[config.mk]
export PLATFORM = sky130hd
export DESIGN_NAME = pbc_regs
export DESIGN_NICKNAME = d
export VERILOG_FILES = /design/src/logic/pbc_pkg.sv /design/src/logic/pbc_regs.sv
export SDC_FILE = /design/constraint.sdc
export NUM_CORES = 1
export LEC_CHECK = 0
export BUFFER_PORTS_ARGS = -buffer_cell sky130_fd_sc_hd__buf_2
export CORE_MARGIN = 5
export CORE_UTILIZATION = 50
export DETAILED_ROUTE_END_ITERATION = 10
export GPL_ROUTABILITY_DRIVEN = 0
export PLACE_DENSITY = 0.89
export SYNTH_ARGS = -nofsm -noshare
export SYNTH_HDL_FRONTEND = slang
export SYNTH_SLANG_ARGS = --single-unit
export TNS_END_PERCENT = 30
[constraint.sdc]
create_clock -name mclk -period 3.62 [get_ports mclk]
set_clock_uncertainty 0.15 [all_clocks]
set_input_delay 0.181 -clock mclk [delete_from_list [all_inputs] [get_ports mclk]]
set_output_delay 0.181 -clock mclk [all_outputs]
set_load 0.02 [all_outputs]
[src/logic/pbc_pkg.sv]
// package of register map, field layout and reset values for the power budget capability block
package pbc_pkg;
   localparam logic [11:0] ADDR_HEADER = 12'h20C;
   localparam logic [11:0] ADDR_SELECT = 12'h210;
   localparam logic [11:0] ADDR_DATA   = 12'h214;
   localparam logic [11:0] ADDR_ALLOC  = 12'h218;
   localparam logic [11:0] ADDR_LOAD   = 12'h21C;

   localparam logic [15:0] CAP_ID       = 16'h0004;
   localparam logic [3:0]  CAP_VERSION  = 4'h1;
   localparam logic [11:0] NEXT_UP      = 12'h230;
   localparam logic [11:0] NEXT_DOWN    = 12'h220;

   localparam logic [7:0]  SEL_RESET    = 8'h00;
   localparam logic [7:0]  SEL_D0_MAX   = 8'h00;
   localparam logic [7:0]  SEL_D0_SUST  = 8'h01;

   localparam logic [7:0]  BASE_RESET   = 8'h04;
   localparam logic [1:0]  SCALE_RESET  = 2'h0;
   localparam logic [2:0]  SUBST_RESET  = 3'h0;
   localparam logic [1:0]  PMST_RESET   = 2'h0;
   localparam logic [2:0]  TYPE_RESET   = 3'h7;
   localparam logic [2:0]  RAIL_RESET   = 3'h2;
   localparam logic        ALLOC_RESET  = 1'b0;

   // load port field positions
   localparam int LD_BASE_LSB  = 0;
   localparam int LD_ALLOC_BIT = 8;
   localparam int LD_STROBE    = 31;

   localparam logic [1:0] RESP_OKAY   = 2'h0;
   localparam logic [1:0] RESP_SLVERR = 2'h2;
endpackage

[src/logic/pbc_regs.sv]
// power budgeting capability register block behind an axi4-lite slave
//
// The AXI4-Lite interface to the registers was decided locally.
`timescale 1ns/10ps
`default_nettype none

module pbc_regs (
   input  wire logic        mclk,
   input  wire logic        rst,
   input  wire logic        upstream_port,
   input  wire logic        eeprom_load,
   input  wire logic [7:0]  eeprom_base_power,
   input  wire logic        eeprom_sys_alloc,
   input  wire logic [11:0] s_axi_awaddr,
   input  wire logic        s_axi_awvalid,
   output logic             s_axi_awready,
   input  wire logic [31:0] s_axi_wdata,
   input  wire logic [3:0]  s_axi_wstrb,
   input  wire logic        s_axi_wvalid,
   output logic             s_axi_wready,
   output logic [1:0]       s_axi_bresp,
   output logic             s_axi_bvalid,
   input  wire logic        s_axi_bready,
   input  wire logic [11:0] s_axi_araddr,
   input  wire logic        s_axi_arvalid,
   output logic             s_axi_arready,
   output logic [31:0]      s_axi_rdata,
   output logic [1:0]       s_axi_rresp,
   output logic             s_axi_rvalid,
   input  wire logic        s_axi_rready
);

   // write channel state
   logic        aw_held;
   logic [11:0] aw_addr;
   logic        w_held;
   logic [31:0] w_data;
   logic [3:0]  w_strb;
   logic        do_write;

   // registers
   logic [7:0]  sel;
   logic [7:0]  base_power;
   logic        sys_alloc;
   logic        up_strap;

   // synchronised auto-load request and its edge detector
   logic        load_meta;
   logic        load_sync;
   logic        load_prev;
   logic        load_pulse;
   logic        soft_load;

   function automatic logic mapped(input logic [11:0] a);
      mapped = (a == pbc_pkg::ADDR_HEADER) || (a == pbc_pkg::ADDR_SELECT) ||
               (a == pbc_pkg::ADDR_DATA)   || (a == pbc_pkg::ADDR_ALLOC) ||
               (a == pbc_pkg::ADDR_LOAD);
   endfunction

   function automatic logic [31:0] read_word(input logic [11:0] a);
      logic supported;
      supported = (sel == pbc_pkg::SEL_D0_MAX) || (sel == pbc_pkg::SEL_D0_SUST);
      read_word = 32'h0000_0000;
      case (a)
         pbc_pkg::ADDR_HEADER: begin
            read_word = {(up_strap ? pbc_pkg::NEXT_UP : pbc_pkg::NEXT_DOWN),
                         pbc_pkg::CAP_VERSION,
                         pbc_pkg::CAP_ID};
         end
         pbc_pkg::ADDR_SELECT: begin
            read_word = {24'h00_0000, sel};
         end
         pbc_pkg::ADDR_DATA: begin
            // both supported conditions share one descriptor set
            if (supported) begin
               read_word = {11'h000,
                            pbc_pkg::RAIL_RESET,
                            pbc_pkg::TYPE_RESET,
                            pbc_pkg::PMST_RESET,
                            pbc_pkg::SUBST_RESET,
                            pbc_pkg::SCALE_RESET,
                            base_power};
            end else begin
               read_word = 32'h0000_0000;
            end
         end
         pbc_pkg::ADDR_ALLOC: begin
            read_word = {31'h0000_0000, sys_alloc};
         end
         default: begin
            read_word = 32'h0000_0000;
         end
      endcase
   endfunction

   // the port role is a strap: caught after reset release, never under the async reset
   logic strap_done;
   always_ff @(posedge mclk or posedge rst) begin
      if (rst) begin
         strap_done <= 1'b0;
         up_strap   <= 1'b0;
      end else if (!strap_done) begin
         strap_done <= 1'b1;
         up_strap   <= upstream_port;
      end
   end

   // eeprom_load comes from the loader's pins, so it is synchronised first
   always_ff @(posedge mclk or posedge rst) begin
      if (rst) begin
         load_meta <= 1'b0;
         load_sync <= 1'b0;
         load_prev <= 1'b0;
      end else begin
         load_meta <= eeprom_load;
         load_sync <= load_meta;
         load_prev <= load_sync;
      end
   end
   assign load_pulse = load_sync && !load_prev;

   // write address and data are taken independently, in either order
   assign s_axi_awready = !aw_held && !s_axi_bvalid;
   assign s_axi_wready  = !w_held && !s_axi_bvalid;
   assign do_write      = aw_held && w_held && !s_axi_bvalid;

   always_ff @(posedge mclk or posedge rst) begin
      if (rst) begin
         aw_held <= 1'b0;
         aw_addr <= 12'h000;
      end else if (s_axi_awvalid && s_axi_awready) begin
         aw_held <= 1'b1;
         aw_addr <= s_axi_awaddr;
      end else if (do_write) begin
         aw_held <= 1'b0;
      end
   end

   always_ff @(posedge mclk or posedge rst) begin
      if (rst) begin
         w_held <= 1'b0;
         w_data <= 32'h0000_0000;
         w_strb <= 4'h0;
      end else if (s_axi_wvalid && s_axi_wready) begin
         w_held <= 1'b1;
         w_data <= s_axi_wdata;
         w_strb <= s_axi_wstrb;
      end else if (do_write) begin
         w_held <= 1'b0;
      end
   end

   always_ff @(posedge mclk or posedge rst) begin
      if (rst) begin
         s_axi_bvalid <= 1'b0;
         s_axi_bresp  <= pbc_pkg::RESP_OKAY;
      end else if (do_write) begin
         s_axi_bvalid <= 1'b1;
         s_axi_bresp  <= mapped(aw_addr) ? pbc_pkg::RESP_OKAY : pbc_pkg::RESP_SLVERR;
      end else if (s_axi_bready) begin
         s_axi_bvalid <= 1'b0;
      end
   end

   // only the selector byte is writable; other bits are dropped
   always_ff @(posedge mclk or posedge rst) begin
      if (rst) begin
         sel <= pbc_pkg::SEL_RESET;
      end else if (do_write && aw_addr == pbc_pkg::ADDR_SELECT && w_strb[0]) begin
         sel <= w_data[7:0];
      end
   end

   // a software write to the load word with its strobe bit set mimics the loader
   assign soft_load = do_write && aw_addr == pbc_pkg::ADDR_LOAD &&
                      w_strb[3] && w_data[pbc_pkg::LD_STROBE];

   always_ff @(posedge mclk or posedge rst) begin
      if (rst) begin
         base_power <= pbc_pkg::BASE_RESET;
      end else if (load_pulse) begin
         base_power <= eeprom_base_power;
      end else if (soft_load && w_strb[0]) begin
         base_power <= w_data[pbc_pkg::LD_BASE_LSB +: 8];
      end
   end

   always_ff @(posedge mclk or posedge rst) begin
      if (rst) begin
         sys_alloc <= pbc_pkg::ALLOC_RESET;
      end else if (load_pulse) begin
         sys_alloc <= eeprom_sys_alloc;
      end else if (soft_load && w_strb[1]) begin
         sys_alloc <= w_data[pbc_pkg::LD_ALLOC_BIT];
      end
   end

   // read channel: one read at a time, answer one cycle after the address is taken
   assign s_axi_arready = !s_axi_rvalid;

   always_ff @(posedge mclk or posedge rst) begin
      if (rst) begin
         s_axi_rvalid <= 1'b0;
         s_axi_rdata  <= 32'h0000_0000;
         s_axi_rresp  <= pbc_pkg::RESP_OKAY;
      end else if (s_axi_arvalid && s_axi_arready) begin
         s_axi_rvalid <= 1'b1;
         s_axi_rdata  <= read_word(s_axi_araddr);
         s_axi_rresp  <= mapped(s_axi_araddr) ? pbc_pkg::RESP_OKAY : pbc_pkg::RESP_SLVERR;
      end else if (s_axi_rready) begin
         s_axi_rvalid <= 1'b0;
      end
   end

endmodule

`default_nettype wire

==> flow_summary_export.csv <==
group,metric,value,unit
cells_and_area,multiInputGateArea,1200,sq um
worst_setup_path,crit_fanout,8,
sta,worst_slew_pin_slew,0.867,ns
sta,finalHoldViolCount,0,
sta,fmax,499,MHz
logic_synthesis,synthTopCellsByArea,"dfrtp_1, mux2_2, buf_4, o21ai_0, a21o_1",
worst_setup_path,cp_slowest_stage_delay,0.43,ns
floorplanning,die_h,87.2,microns
cells_and_area,n_fill_cell,438,
cells_and_area,register_area,1630,sq um
sta,setup-violations-final,0,
sta,min_period,2.01,ns
clock_network,clock_sinks,65,
cells_and_area,drive_gt1_share,34.8,%
clock_network,clock_path_buffers,2,
floorplanning,ioPinCount,119,
sta,fin_crit_sh,55.4,%
clock_network,cts_buffers,9,
grt,grt-ovfl-total,0,
drt,ant_nets,0,
logic_synthesis,syn_avg_cell_area,11.4,sq um
grt,grt_antenna_before_repair,0,
cells_and_area,n_antenna_cell,0,
sta,rsz0062_at_grt,"false",
logic_synthesis,syn_area,2980,sq um
worst_setup_path,worstPathCellList,"and3b_1, nand2_2, nor3_4, mux2_2",
drt,first_pass_iters,4,
hold_path,hold_class,"input pin to flip-flop",
grt,met1_usage,22.2,%
floorplanning,initial_core_util,51.0,%
worst_setup_path,cp_num_buf_inv,0,
worst_setup_path,cp.required,3.69,ns
floorplanning,die_area,7610,sq um
clock_network,root_buffer,"clkbuf_8",
power_and_ir_drop,ir_drop,0.000436,V
place,hpwl,4830,microns
floorplanning,coreArea,5850,sq um
logic_synthesis,ys_seq_area_share,54.6,%
logic_synthesis,syn_inst,262,
place,port_buffers,76,
drt,wl_per_cell,15.2,microns
grt,grt_pass1_wl,11400,microns
run,maxCapViolations,0,
grt,busiest_layer,"met2",
logic_synthesis,ys_ff_latch,65,
drt,wirelength,6940,microns
cells_and_area,area_delta_synth_final,32.6,%
clock_network,cts.repair.resized,0,
worst_setup_path,cp.arrival,2.08,ns
grt,grtUsageMet3,6.91,%
cells_and_area,fin_util,67.6,%
clock_network,cts.clk_slew.worst_paths,0.07,ns
grt,grt.total_usage,19.8,%
worst_setup_path,cpMaxStageDelayCell,"dfrtp_1",
clock_network,tritoncts,"built",
drt,drt_iter0_drc,85,
sta,setup_tns,0,ns
power_and_ir_drop,power.static_leakage,0.00193,uW
clock_network,htreeDepth,3,
logic_synthesis,synth_largest_area_cell,"dfrtp_1",
logic_synthesis,async_flop_share,100,%
cells_and_area,num-nets-final,456,
grt,grt_pass1_vias,2422,
logic_synthesis,synth_common_cells,"dfrtp_1, mux2_2, buf_4",
sta,max-slew-margin-rel,42.1,%
worst_setup_path,cp_top_family,"simple AND/OR/NAND/NOR gates",
power_and_ir_drop,power_density,568,nW/um^2
drt,vias,2352,
logic_synthesis,synth_edf_count,0,
power_and_ir_drop,finalPower,2250,uW
drt,drc,0,
status,outcome,"finished clean",
sta,slew_violations,0,
clock_network,clk_latency,0.34,ns
logic_synthesis,synthDistinctLibCells,41,
logic_synthesis,yosys_most_used_dff,"dfrtp_1",
logic_synthesis,synth_most_common_cell,"dfrtp_1",
grt,grt_max_degree,44,
worst_setup_path,startpoint_type,"flip-flop",
logic_synthesis,yosys_warnings,0,
logic_synthesis,yosysTopAreaCellShare,53.7,%
sta,hold_ws,0.0313,ns
worst_setup_path,path_class,"flip-flop to flip-flop",
floorplanning,die_x,87.2,microns
grt,use_met2,35.5,%
drt,vias_per_cell,5.15,
worst_setup_path,end_kind,"flip-flop",
floorplanning,rows,28,
-- metal layers --
metal	wire length [microns]	vias to the layer above
li1	-	1124
met1	2600	1127
met2	3750	94
met3	543	7
met4	46	0
met5	0	-
-- kinds of logic after synthesis --
group | synth area share (%)
DFF | 54.6
buffers and inverters | 7.55
AOI/OAI and AO/OA | 9.95
and+or+nand+nor | 14.5
muxes | 13.2
other | 0.252
-- layout make-up --
class                      instances  share of cell area, %
sequential                        65                   41.2
multi-input combinational        179                   30.2
timing repair buffer             120                   20.6
clock buffer                      12                   3.67
tap                               75                   2.37
clock inverter                     3                   1.65
inverter                           3                  0.285
-- through the flow --
stage,setup slack [ns],area [sq um],cells
after floorplan,1.66,3050,280
after global placement,1.66,3320,400
after detailed placement,1.61,3320,400
after CTS,1.61,3960,457
after global routing,1.47,3960,457
final,1.61,3960,457
-- state kept, by name (all words and copies together) (netlist names), 3 cells and up --
name and flops:
aw_addr 12, s_axi_rdata 12, w_data 10, base_power 8, sel 8, w_strb 3
-- tightest hold or removal path: cells and delay by family --
| family | cells | cell delay [ns] |
|---|---|---|
| buf+inv | 1 | 0.13 |
| compound gates | 2 | 0.17 |
-- worst paths after layout --
check                                     start              to  slack (ns)  cells after the start
worst min register to register        load_meta       load_sync        0.20                      0
min in group asynchronous                   rst   base_power[4]        0.42                      3
worst min-delay path            s_axi_araddr[4]  s_axi_rresp[1]        0.03                      3
max in group asynchronous                   rst   base_power[2]        2.03                      4
worst max-delay path               s_axi_bvalid          sel[6]        1.61                      4
worst max register to register     s_axi_bvalid          sel[6]        1.61                      4
-- what timing repair did --
item,4_1_cts,5_1_grt
hold buffers,42,0
buffers inserted,0,0
endpoints found under the hold margin,83,0
-- cell usage in the layout (no fill, tap or decap), types with 3 or more instances in the layout --
cell type       n
mux2_2         34
o21ai_0        19
a21oi_1         5
nor2_1         20
dfrtp_1        64
dlygate4sd3_1  42
nand4_1        11
clkbuf_8       10
buf_2          76
nor3_1          3
conb_1         20
nand2_1        17
a31oi_1        11
a21o_1         10
-- power breakdown --
| group | internal [uW] | switching, uW |
|---|---|---|
| registers | 909 | 162 |
| logic | 269 | 244 |
| clock network | 402 | 260 |
| total | 1580 | 666 |
Note: power is estimated with default switching activity, not from simulation.
